[config.mk]
export PLATFORM = sky130hd
export DESIGN_NAME = paged_memory_window_map
export DESIGN_NICKNAME = d
export VERILOG_FILES = /design/src/page_map_pkg.sv /design/src/paged_memory_window_map.sv
export SDC_FILE = /design/constraint.sdc
export NUM_CORES = 1
export LEC_CHECK = 0
export ABC_AREA = 1
export CAP_MARGIN = 5
export CORE_ASPECT_RATIO = 0.7
export CORE_MARGIN = 8
export CORE_UTILIZATION = 50
export CTS_CLUSTER_DIAMETER = 80
export DETAILED_ROUTE_END_ITERATION = 12
export DONT_BUFFER_PORTS = 1
export PLACE_DENSITY = 0.75
export SETUP_SLACK_MARGIN = 0.02
export SKIP_CTS_REPAIR_TIMING = 1
export SYNTH_ARGS = -nofsm -noshare
export SYNTH_HDL_FRONTEND = slang
export SYNTH_SLANG_ARGS = --single-unit
[constraint.sdc]
create_clock -name CLK_I -period 6.87 [get_ports CLK_I]
set_clock_uncertainty 0.2 [all_clocks]
set_input_delay 0 -clock CLK_I [delete_from_list [all_inputs] [get_ports CLK_I]]
set_output_delay 0 -clock CLK_I [all_outputs]
set_load 0.02 [all_outputs]
[src/page_map_pkg.sv]
package page_map_pkg;
	// ------------------------------------------------------------
	// address map
	// ------------------------------------------------------------
	localparam logic [15:0] PROG_WIN_BASE = 16'h8000;
	localparam logic [15:0] PROG_WIN_LAST = 16'hbfff;
	localparam logic [15:0] UNPAGED_BASE = 16'hc000;
	localparam int WIN_LOW_BITS = 14;
	localparam int PAGE_BITS_FULL = 8;
	localparam int PAGE_BITS_REDUCED = 6;
	localparam int XADDR_BITS = 22;
	// ------------------------------------------------------------
	// default resource bases and sizes after reset
	// ------------------------------------------------------------
	localparam logic [15:0] REG_BASE_RST = 16'h0000;
	localparam logic [15:0] REG_SIZE = 16'h0200;
	localparam logic [15:0] VEC_BASE = 16'hff80;
	localparam logic [15:0] DBG_ROM_BASE = 16'hff00;
	localparam logic [15:0] RAM_BASE_RST = 16'h0800;
	localparam logic [15:0] RAM_SIZE = 16'h0400;
	localparam logic [15:0] EE_BASE_RST = 16'h1000;
	localparam logic [15:0] EE_SIZE = 16'h1000;
	localparam logic [15:0] FLASH_BASE_RST = 16'hc000;
	localparam logic [15:0] FLASH_SIZE = 16'h4000;
	localparam logic [15:0] DATA_WIN_BASE_RST = 16'h7000;
	localparam logic [15:0] DATA_WIN_SIZE_RST = 16'h1000;
	localparam logic [15:0] EXTRA_WIN_BASE_RST = 16'h0400;
	localparam logic [15:0] EXTRA_WIN_SIZE_RST = 16'h0400;
	localparam logic [7:0] PAGE_RST = 8'h00;
	// ------------------------------------------------------------
	// resource select codes
	// ------------------------------------------------------------
	typedef enum logic [2:0] {
		SEL_NONE, SEL_REGS, SEL_VECT, SEL_RAM, SEL_EE, SEL_FLASH,
		SEL_WINDOW
	} sel_t;
endpackage

[src/paged_memory_window_map.sv]
`timescale 1ns/10ps
// Function
// - program window is fixed at 0x8000..0xbfff
// - each window has its own page select register, one page visible
// - 8-bit page select reaches 256 pages, each window-sized
// - reduced variant: 6-bit program page, 64 pages of 16 Kbytes
// - full variant has program, data and extra windows; latter configurable
// - reduced variant has no data or extra window logic
// - data and extra pages change only by ordinary core writes
// - 0xc000..0xffff is never page translated
// - overlap precedence: regs, vectors/debug rom, ram, eeprom, flash
// - windows rank below every on-chip resource
// - regs, ram, eeprom and flash start at default bases, relocatable by mapping writes; vectors/debug rom fixed
// - translation outside core; core only issues 16-bit addresses
// - outside enabled windows all expansion high lines drive one
// - translation disabled after reset until enables are written
module paged_memory_window_map import page_map_pkg::*; #(
	parameter bit FULL_VARIANT = 1'b1
) (
	// clock and reset
	input wire logic CLK_I,
	input wire logic NRST_I,
	input wire logic CE_I,
	// core access
	input wire logic [15:0] ADDR_I,
	input wire logic VALID_I,
	input wire logic DEBUG_ACTIVE_I,
	// page and window control writes
	input wire logic PROG_PAGE_WE_I,
	input wire logic DATA_PAGE_WE_I,
	input wire logic EXTRA_PAGE_WE_I,
	input wire logic [7:0] PAGE_WDATA_I,
	input wire logic ENABLE_WE_I,
	input wire logic [2:0] ENABLE_WDATA_I,
	// relocation writes
	input wire logic MAP_WE_I,
	input wire logic [2:0] MAP_SEL_I,
	input wire logic [15:0] MAP_WDATA_I,
	// translated access
	output logic [XADDR_BITS-1:0] XADDR_O,
	output logic [2:0] SEL_O,
	output logic XVALID_O,
	output logic [7:0] PROG_PAGE_O
);
	localparam int PW = FULL_VARIANT ? PAGE_BITS_FULL : PAGE_BITS_REDUCED;
	localparam int HI = XADDR_BITS - 16;

	// refuse a page wider than the expansion lines can carry
	if (PW > XADDR_BITS - WIN_LOW_BITS) begin : g_bad_width
		$error("page width exceeds expansion lines");
	end

	// ------------------------------------------------------------
	// page and mapping state
	// ------------------------------------------------------------
	logic [PW-1:0] program_page_select_reg;
	logic [2:0] win_en_reg;
	logic [15:0] reg_base_reg, ram_base_reg, ee_base_reg;
	logic [15:0] flash_base_reg;

	// core call/return paths arrive here as ordinary page writes
	always_ff @(posedge CLK_I or negedge NRST_I) begin
		if (!NRST_I) begin
			program_page_select_reg <= PW'(PAGE_RST);
			win_en_reg <= 3'h0;
			reg_base_reg <= REG_BASE_RST;
			ram_base_reg <= RAM_BASE_RST;
			ee_base_reg <= EE_BASE_RST;
			flash_base_reg <= FLASH_BASE_RST;
		end else if (CE_I) begin
			if (PROG_PAGE_WE_I)
				program_page_select_reg <= PAGE_WDATA_I[PW-1:0];
			if (ENABLE_WE_I)
				win_en_reg <= ENABLE_WDATA_I;
			if (MAP_WE_I && MAP_SEL_I == 3'h0)
				reg_base_reg <= MAP_WDATA_I;
			if (MAP_WE_I && MAP_SEL_I == 3'h1)
				ram_base_reg <= MAP_WDATA_I;
			if (MAP_WE_I && MAP_SEL_I == 3'h2)
				ee_base_reg <= MAP_WDATA_I;
			if (MAP_WE_I && MAP_SEL_I == 3'h3)
				flash_base_reg <= MAP_WDATA_I;
		end
	end

	// ------------------------------------------------------------
	// data and extra windows (full variant only)
	// ------------------------------------------------------------
	logic in_dwin, in_ewin;
	logic [7:0] data_page_w, extra_page_w;
	logic [15:0] dsize_w, esize_w;

	generate
		if (FULL_VARIANT) begin : g_full
			logic [7:0] data_page_select_reg, extra_page_select_reg;
			logic [15:0] dbase_reg, dsize_reg, ebase_reg, esize_reg;
			always_ff @(posedge CLK_I or negedge NRST_I) begin
				if (!NRST_I) begin
					data_page_select_reg <= PAGE_RST;
					extra_page_select_reg <= PAGE_RST;
					dbase_reg <= DATA_WIN_BASE_RST;
					dsize_reg <= DATA_WIN_SIZE_RST;
					ebase_reg <= EXTRA_WIN_BASE_RST;
					esize_reg <= EXTRA_WIN_SIZE_RST;
				end else if (CE_I) begin
					if (DATA_PAGE_WE_I)
						data_page_select_reg <= PAGE_WDATA_I;
					if (EXTRA_PAGE_WE_I)
						extra_page_select_reg <= PAGE_WDATA_I;
					if (MAP_WE_I && MAP_SEL_I == 3'h4)
						dbase_reg <= MAP_WDATA_I;
					if (MAP_WE_I && MAP_SEL_I == 3'h5)
						dsize_reg <= MAP_WDATA_I;
					if (MAP_WE_I && MAP_SEL_I == 3'h6)
						ebase_reg <= MAP_WDATA_I;
					if (MAP_WE_I && MAP_SEL_I == 3'h7)
						esize_reg <= MAP_WDATA_I;
				end
			end
			// windows may not reach the unpaged top block
			assign in_dwin = win_en_reg[1] && ADDR_I >= dbase_reg &&
				(ADDR_I - dbase_reg) < dsize_reg &&
				ADDR_I < UNPAGED_BASE;
			assign in_ewin = win_en_reg[2] && ADDR_I >= ebase_reg &&
				(ADDR_I - ebase_reg) < esize_reg &&
				ADDR_I < UNPAGED_BASE;
			assign data_page_w = data_page_select_reg;
			assign extra_page_w = extra_page_select_reg;
			assign dsize_w = dsize_reg;
			assign esize_w = esize_reg;
		end else begin : g_reduced
			assign in_dwin = 1'b0;
			assign in_ewin = 1'b0;
			assign data_page_w = 8'h00;
			assign extra_page_w = 8'h00;
			assign dsize_w = 16'h0000;
			assign esize_w = 16'h0000;
		end
	endgenerate

	// ------------------------------------------------------------
	// decode and precedence
	// ------------------------------------------------------------
	wire in_regs = (ADDR_I - reg_base_reg) < REG_SIZE &&
		ADDR_I >= reg_base_reg;
	wire in_vect = DEBUG_ACTIVE_I ? ADDR_I >= DBG_ROM_BASE :
		ADDR_I >= VEC_BASE;
	wire in_ram = ADDR_I >= ram_base_reg &&
		(ADDR_I - ram_base_reg) < RAM_SIZE;
	wire in_ee = ADDR_I >= ee_base_reg && (ADDR_I - ee_base_reg) < EE_SIZE;
	wire in_flash = ADDR_I >= flash_base_reg &&
		(ADDR_I - flash_base_reg) < FLASH_SIZE;
	wire in_pwin = win_en_reg[0] && ADDR_I >= PROG_WIN_BASE &&
		ADDR_I <= PROG_WIN_LAST;
	wire in_win = in_pwin || in_dwin || in_ewin;

	sel_t sel_w;
	assign sel_w = in_regs ? SEL_REGS :
		in_vect ? SEL_VECT :
		in_ram ? SEL_RAM :
		in_ee ? SEL_EE :
		in_flash ? SEL_FLASH :
		in_win ? SEL_WINDOW : SEL_NONE;

	// ------------------------------------------------------------
	// expanded address forming
	// ------------------------------------------------------------
	// window offset is bounded by size; sizes are powers of two
	function automatic logic [XADDR_BITS-1:0] page_addr(
		input logic [7:0] page, input logic [15:0] a,
		input logic [15:0] size);
		logic [XADDR_BITS-1:0] r;
		r = XADDR_BITS'(a & (size - 16'h0001));
		r = r | (XADDR_BITS'(page) * XADDR_BITS'(size));
		return r;
	endfunction

	logic [XADDR_BITS-1:0] xaddr_next;
	always_comb begin
		xaddr_next = {{HI{1'b1}}, ADDR_I};
		if (sel_w == SEL_WINDOW) begin
			if (in_pwin)
				xaddr_next = {(XADDR_BITS-WIN_LOW_BITS)'(program_page_select_reg),
					ADDR_I[WIN_LOW_BITS-1:0]};
			else if (in_dwin)
				xaddr_next = page_addr(data_page_w, ADDR_I, dsize_w);
			else
				xaddr_next = page_addr(extra_page_w, ADDR_I, esize_w);
		end
	end

	always_ff @(posedge CLK_I or negedge NRST_I) begin
		if (!NRST_I) begin
			XADDR_O <= {XADDR_BITS{1'b1}};
			SEL_O <= SEL_NONE;
			XVALID_O <= 1'b0;
			PROG_PAGE_O <= 8'h00;
		end else if (CE_I) begin
			XADDR_O <= xaddr_next;
			SEL_O <= sel_w;
			XVALID_O <= VALID_I;
			PROG_PAGE_O <= 8'(program_page_select_reg);
		end
	end
endmodule // paged_memory_window_map
; ---- Word-level counts from Yosys, hierarchy flattened
; Index checks and enable logic that the tools add are counted.
[word_totals]
register_bits = 189
in_bits = 56
out_inout_bits = 34
wordCells = 100
[op_classes]
addsub = 8
multipliers = 2
magnitude_cmp = 17
n_eq_ne = 8
muxes = 10
bitwise = 4
reduce_logical = 35
[ops]
columns = op, n
row1 = 16-bit greater-or-equal comparator, 6
row2 = 16-bit subtractor, 6
row3 = 22-bit 2-to-1 mux, 3
row4 = "16-bit greater-or-equal comparator, second input constant", 3
row5 = 16-bit by 22-bit AND with 22-bit output, 2
row6 = 8-bit by 16-bit multiplier with 22-bit output, 2
row7 = 22-bit bitwise OR, 2
row8 = "16-bit by 1-bit subtractor with 17-bit output, second input constant", 2
row9 = 16-bit < comparator, 2
row10 = 2-bit AND reduction, 12
row11 = 1-bit logical AND, 20
row12 = 3-bit 2-to-1 mux, 6
row13 = "16-bit less-or-equal comparator, second input constant", 1
row14 = "16-bit by 10-bit < comparator with 1-bit output, second input constant", 1
row15 = "16-bit by 11-bit < comparator with 1-bit output, second input constant", 1
row16 = "16-bit by 13-bit < comparator with 1-bit output, second input constant", 1
row17 = "16-bit by 15-bit < comparator with 1-bit output, second input constant", 1
row18 = "16-bit < comparator, second input constant", 1
row19 = "3-bit == test, second input constant", 5
row20 = "3-bit by 2-bit == test with 1-bit output, second input constant", 2
row21 = "3-bit by 1-bit == test with 1-bit output, second input constant", 1
row22 = 3-bit zero test, 1
row23 = 1-bit logical OR, 2
row24 = 1-bit 2-to-1 mux, 1

; ---- Longest topological paths before layout
; Gate-level depths: netlist of run 1.
[logic_depth]
ltp_word = 14
ltp_mapped = 32
ltp_nobuf = 31

; ---- Least setup slack after synthesis of run 1
; No wires, ideal clock.
[synth_timing]
kind = register to register
from = reg g_full.extra_page_select_reg[7] (netlist: extra_page_w[7])
to = reg XADDR_O[17]
setup_time_ps = 79
arrival_ps = 4612
required_time_ps = 6591
path_slack_ps = 1979
stages_incl_launch_ff = 23
path_buffers = 2
period_less_slack_ps = 4891
path_cell_list = dfrtp_1 > clkbuf_1 > clkbuf_1 > nand2_1 > fa_1 > inv_1 > fa_1 > inv_1 > fa_1 > inv_1 > fa_1 > ha_1 > a21oi_1 > o21ai_0 > a21oi_1 > nand2_1 > a21oi_1 > xor2_1 > nand2_1 > nand2_1 > o21ai_0 > o21ai_1 > nand2_1
[synth_via]
elab_chain_len = 5
[synth_rtl]
columns = item, line
row1 = "start, declared", paged_memory_window_map.sv:95  ; logic [7:0] data_page_select_reg, extra_page_select_reg;
row2 = "start signal, assigned", paged_memory_window_map.sv:100  ; extra_page_select_reg <= PAGE_RST;
row3 = "start signal, assigned", paged_memory_window_map.sv:109  ; extra_page_select_reg <= PAGE_WDATA_I;
row4 = 8-bit by 16-bit multiplier with 22-bit output, paged_memory_window_map.sv:174  ; r = r | (XADDR_BITS'(page) * XADDR_BITS'(size));
row5 = 22-bit bitwise OR, paged_memory_window_map.sv:174
row6 = 22-bit 2-to-1 mux, paged_memory_window_map.sv:185  ; else if (in_dwin)
row7 = 22-bit 2-to-1 mux, paged_memory_window_map.sv:182  ; if (in_pwin)
row8 = 22-bit 2-to-1 mux, paged_memory_window_map.sv:181  ; if (sel_w == SEL_WINDOW) begin
row9 = "end signal, assigned", paged_memory_window_map.sv:194  ; XADDR_O <= {XADDR_BITS{1'b1}};
row10 = "end signal, assigned", paged_memory_window_map.sv:199  ; XADDR_O <= xaddr_next;
row11 = "end, declared", paged_memory_window_map.sv:40  ; output logic [XADDR_BITS-1:0] XADDR_O,
; Every way passes these cells.
; A chain may end at the register's enable or synchronous reset.

; ---- Worst setup path in the final report of run 1
[layout_timing]
from = reg g_full.extra_page_select_reg[7] (netlist: extra_page_w[7])
to = reg XADDR_O[13]
; The elaborated chain is that of the path after synthesis.

==> results of run 1 <==
[final cells by class]
type	count	area, sq um
fillers	4301	20100
multi-input cells	2293	14600
flip-flops and latches	189	4770
inverters	675	2530
well taps	594	743
repair buffers	60	623
clock buffers	19	433
clock inverters	13	131
[power by group]
part	leakage [nW]	internal [mW]	total, mW	switching (mW)
Clock	0.273	0.509	1.02	0.513
Sequential	2.32	1.39	1.89	0.493
Combinational	10.9	1.93	5.15	3.22
Total	13.5	3.83	8.06	4.23
[cell usage in the layout, fill, tap and decap left out, types with 3 or more instances in the layout]
cell type / netlist / final
a21o_1: 14 / 14
a21oi_1: 136 / 136
a31oi_1: 12 / 12
clkbuf_16: 0 / 17
clkinv_2: 1 / 4
dfrtp_1: 157 / 157
dfstp_2: 32 / 32
dlygate4sd3_1: 0 / 56
fa_1: 168 / 168
ha_1: 202 / 202
inv_1: 671 / 671
inv_6: 0 / 4
mux2_2: 3 / 3
nand2_1: 1039 / 1039
nand3_1: 142 / 142
nand3_2: 6 / 6
nand3b_1: 8 / 8
nand4_1: 21 / 21
nor2_1: 156 / 156
nor2_2: 7 / 7
nor3_1: 27 / 27
nor4_1: 6 / 6
o21a_1: 6 / 6
o21ai_0: 221 / 221
o21ai_1: 6 / 6
o21bai_1: 11 / 11
o22ai_1: 4 / 4
or2_2: 6 / 6
xnor2_1: 27 / 27
xor2_1: 41 / 41
[per-layer routing]
metal  GRT usage  vias to the layer above
li1            -                     9944
met3      0.0919                       90
met1       0.377                     9400
met2       0.375                      934
met4      0.0574                        0
met5           0                        -
[critical path, stage by stage (launching register included)]
cell and delay (ps):
dfrtp_1 700, nand2_1 150, fa_1 550, inv_1 50, fa_1 530, inv_1 60, fa_1 540, inv_1 60
fa_1 490, ha_1 400, a21oi_1 250, o21ai_0 180, a21oi_1 250, nand2_1 100, nand2_1 70, nand3_1 70
nand2_1 80, nand2_1 60, nand2_1 50, nand2_1 50, nand3_1 70, nand2_1 80, nand2_1 60, dlygate4sd3_1 560
nand2_1 50
[cell families after synthesis]
group / Yosys count
xor gates and xnor gates: 68
and+or+nand+nor: 1426
AOI/OAI and AO/OA: 426
buffers and inverters: 782
DFF: 189
muxes: 3
adders and majority gates: 370
[cells in the mapped netlist (32+ instances only)]
master / count
inv_1: 671
xor2_1: 41
nor2_1: 156
clkbuf_1: 96
ha_1: 202
nand2_1: 1039
fa_1: 168
a21oi_1: 136
nand3_1: 142
o21ai_0: 221
dfrtp_1: 157
dfstp_2: 32
[stage by stage]
stage / power, mW / std cells / hold WS [ps] / instance area, sq um
floorplan: 5.56 / 3264 / -496 / 22300
global placement: 6.76 / 3753 / -479 / 22600
detailed placement: 6.82 / 3753 / -479 / 22600
CTS: 7.89 / 3785 / -987 / 23200
global route: 8.87 / 3843 / 4.76 / 23800
finish: 8.06 / 3843 / -38.5 / 23800
[final timing paths]
path / start / to / slack (ps) / cells after the start
max reg2reg: extra_page_w[7] / XADDR_O[13] / 1090 / 24
max: extra_page_w[7] / XADDR_O[13] / 1090 / 24
max in group asynchronous: NRST_I / dsize_w[11] / 5620 / 2
min in group asynchronous: NRST_I / extra_page_w[5] / 50 / 2
min reg2reg: ram_base_reg[4] / ram_base_reg[4] / 290 / 2
min: ADDR_I[12] / XADDR_O[12] / -40 / 8
==> results.ini, run 1 <==
[pwr]
p_leak_nw = 13.5
vdd_drop_max_v = 0.000240
powerDensity_mw_per_mm2 = 338

[grt]
overflow = 0
grt_antenna_before_repair = 4
grt_pass1_wl_um = 106000
grt_pass1_vias = 18800
grt_max_degree = 190
grt.total_usage = 0.262

[synthesis]
netlist_area_sq_mm = 0.0223
synth_compound_area_frac = 0.102
synthArstFlopShare = 1.00
ys_ff_latch = 189
synth.avg_cell_area_sq_um = 6.84
post_synth_num_cell_types = 52
synth_top_family_by_area = adder cells
syn_nets = 3690
ys.flop_type = dfrtp_1
syn_inst = 3264
synth-simple-area-share = 0.259
synth_edf_count = 0
synth_mux_area_frac = 0.00151
yosys_warnings = 0
synth_top_area_frac = 0.176
synth.area.top_cells = dfrtp_1, nand2_1, fa_1
synth-seq-area-share = 0.214
synth_fa_ha_area_frac = 0.264
synth-xor-area-share = 0.0267
yosysTopAreaCell = dfrtp_1

[routing]
viasPerCell = 5.30
met3_length_um = 8700
routed-via-count = 20400
top_layer = met4
drtAntennaViolNets = 0
drc = 0
routed_wl_um = 68300
post_drt_wl_per_cell_um = 17.8
drt_iter0_drc = 2424
met1_length_um = 30700
dr_wl_met2_um = 27400
firstDrtPassIters = 8

[cells_and_area]
largest_reg_flops = 22
nets = 3662
utilization = 0.543
n_antenna_cell = 0
largest-register = XADDR_O
area_growth_pct = 6.70
drive_gt1_frac = 0.0305

[timing]
slew_headroom = 0.254
timing.final.crit_share = 0.842
whs_ps = -38.5
max_freq_mhz = 173
worst_slew_pin_slew_ps = 1110
finalHoldViolations = 2
setup_tns_ps = 0
setup_viol = 0
slew_violations = 0
worst_slack_ps = 1090
rsz0062_at_grt = no
period_needed_ps = 5780

[clock_network]
clockRootBuffer = clkbuf_16
cts_tree = built
clockBufferDepth = 2
clkSinkCount = 189
cts-htree-levels = 4
clk_latency_ps = 470
cts-buffers-inserted = 17
path_clk_slew_ps = 80

[floorplan]
ios = 90
initial_core_util = 0.509
core-area_sq_mm = 0.0439
die_width_um = 269
rows = 64
fp.dieArea_sq_mm = 0.0518
die_height_um = 193

[critical_path]
crit_required_ps = 7070
cp_max_fo = 16
critPathLaunchType = flop
arrival_ps = 5980
crit_path_end_kind = flop
worstSetupPathType = flop to flop

[place]
port_buffers = 0
hpwl_um = 50400
place_ws_ps = 1710
place.gp.congestion = 0.965

[outcome]
status = finished with violations
violations = negative hold slack

[run]
max_cap_viol_count = 0

[min_path]
holdCritPathClass = input pin to flop

(Power assumes the default switching activity.)
==> run 2, diff against run 1 <==
==> constraint.sdc (replaced) <==
create_clock -name CLK_I -period 5.7 [get_ports CLK_I]
set_clock_uncertainty 0.2 [all_clocks]
set_input_delay 0 -clock CLK_I [delete_from_list [all_inputs] [get_ports CLK_I]]
set_output_delay 0 -clock CLK_I [all_outputs]
set_load 0.02 [all_outputs]
==> results.ini, run 2 (same netlist as run 1, synthesis figures left out) <==
[critical_path]
crit_path_end_kind = flop
worstSetupPathType = flop to flop
critPathLaunchType = flop
arrival_ps = 5470  ; -510 ps
crit_required_ps = 5910  ; -1160 ps
cp_max_fo = 17  ; +1

[clock_network]
clk_latency_ps = 480  ; about the same
cts_tree = built
clockBufferDepth = 2  ; unchanged
cts-htree-levels = 4  ; unchanged
clkSinkCount = 189  ; unchanged
path_clk_slew_ps = 90  ; about the same
clockRootBuffer = clkbuf_16
cts-buffers-inserted = 17  ; unchanged

[run]
max_cap_viol_count = 0  ; unchanged

[cells_and_area]
nets = 3681  ; +0.52%
area_growth_pct = 7.38
final_cells = 3863  ; +0.52%
fillers = 4299  ; -0.047%
seq_area_sq_mm = 0.00477  ; unchanged
layout_common_cells = nand2_1, inv_1, o21ai_0
design_area_sq_mm = 0.0240  ; +0.64%
final_common_cell = nand2_1
largest-register = XADDR_O
multi_input_area_sq_mm = 0.0146  ; unchanged
drive_gt1_frac = 0.0361  ; +0.00564
largest_reg_flops = 22  ; unchanged

[routing]
drt_iter0_drc = 2420  ; -0.17%
drtAntennaViolNets = 0  ; unchanged
viasPerCell = 5.32  ; +0.43%
routed_wl_um = 69800  ; +2.1%
drc = 0  ; unchanged
firstDrtPassIters = 9  ; +1
post_drt_wl_per_cell_um = 18.1  ; +1.6%
routed-via-count = 20600  ; +0.95%

[timing]
setup_viol = 0  ; unchanged
rsz0062_at_grt = no
setup_tns_ps = 0  ; unchanged
worst_slew_pin_slew_ps = 1190  ; +75.3 ps
slew_headroom = 0.208  ; -0.0456
worst_slack_ps = 439  ; -650 ps
slew_violations = 0  ; unchanged
whs_ps = -98.2  ; -59.7 ps
period_needed_ps = 5260  ; -520 ps
finalHoldViolations = 8  ; +6
max_freq_mhz = 190  ; +9.9%
timing.final.crit_share = 0.923  ; +0.0815

[floorplan]
die_height_um = 193  ; unchanged
die_width_um = 269  ; unchanged
initial_core_util = 0.509  ; unchanged
rows = 64  ; unchanged
core-area_sq_mm = 0.0439  ; unchanged
fp.dieArea_sq_mm = 0.0518  ; unchanged
ios = 90  ; unchanged

[pwr]
p_leak_nw = 13.6  ; +0.73%
powerDensity_mw_per_mm2 = 407  ; +20%
vdd_drop_max_v = 0.000265  ; +10%

[place]
place.gp.congestion = 0.953  ; -1.3%
dp_cells = 3772  ; +0.51%
place_ws_ps = 527  ; -1190 ps
hpwl_um = 51600  ; +2.2%
port_buffers = 0  ; unchanged
place_area_sq_mm = 0.0228  ; +0.63%

[grt]
grt_antenna_before_repair = 4  ; unchanged
grt_max_degree = 190  ; unchanged
grt.total_usage = 0.264  ; +0.00184
grt_pass1_vias = 18800  ; -0.46%
grt_pass1_wl_um = 106000  ; +0.21%
overflow = 0  ; unchanged

[outcome]
status = finished with violations
violations = negative hold slack

[min_path]
holdCritPathClass = input pin to async pin

==> run 2: cell count changes in the layout (fill, tap and decap cells not counted), sizes merged <==
cell      delta
buf         +19
clkbuf       +1
clkinv       -4
diode        +1
clkinvlp     +1
inv          +2
==> run 2: worst max-delay path, stage by stage, from the launching register on <==
cell and delay, ps:
dfrtp_1 700, nand2_1 150, fa_1 530, inv_1 60
fa_1 530, inv_1 50, fa_1 520, inv_1 50
fa_1 480, ha_1 380, a21oi_1 270, o21ai_0 190
a21oi_1 260, nand2_1 110, a21oi_1 160, xor2_1 160
nand2_1 60, nand2_1 50, o21ai_0 70, o21ai_1 120
nand2_1 60
==> run 2: power breakdown <==
group | switching (mW) | internal, mW
Clock | 0.621 | 0.627
Sequential | 0.545 | 1.68
Combinational | 3.95 | 2.34
Total | 5.12 | 4.65
==> run 2: area by class of cell <==
class / count / area share
inverters: 675 / 0.106
diodes: 1 / 0.000104
flip-flops and latches: 189 / 0.199
clock inverters: 12 / 0.00517
multi-input cells: 2293 / 0.608
well taps: 594 / 0.0310
clock buffers: 20 / 0.0186
repair buffers: 79 / 0.0319
==> run 2: worst paths after layout <==
kind	slack [ps]	cells past startpoint	to	start
worst max-delay path	440	20	XADDR_O[17]	extra_page_w[6]
worst min-delay path	-100	2	extra_page_w[7]	NRST_I
worst max register to register	440	20	XADDR_O[17]	extra_page_w[6]
worst min register to register	280	2	ee_base_reg[2]	ee_base_reg[2]
max in group asynchronous	4380	2	data_page_w[7]	NRST_I
min in group CLK_I	-50	10	XADDR_O[13]	ADDR_I[13]
==> run 2: routing by layer <==
layer  vias to the layer above  track usage  part of all wire
met3                       124       0.0938              0.13
li1                       9981            -                 -
met1                      9504        0.374              0.44
met2                       953        0.382              0.41
met4                         0       0.0618             0.028
met5                         -            0                 0
==> run 2: per-stage QoR <==
stage               total power, mW  utilization
floorplan                      6.71            -
global placement               8.20        0.519
detailed placement             8.25        0.519
CTS                            9.56        0.532
global route                   10.7        0.546
finish                         9.76        0.546
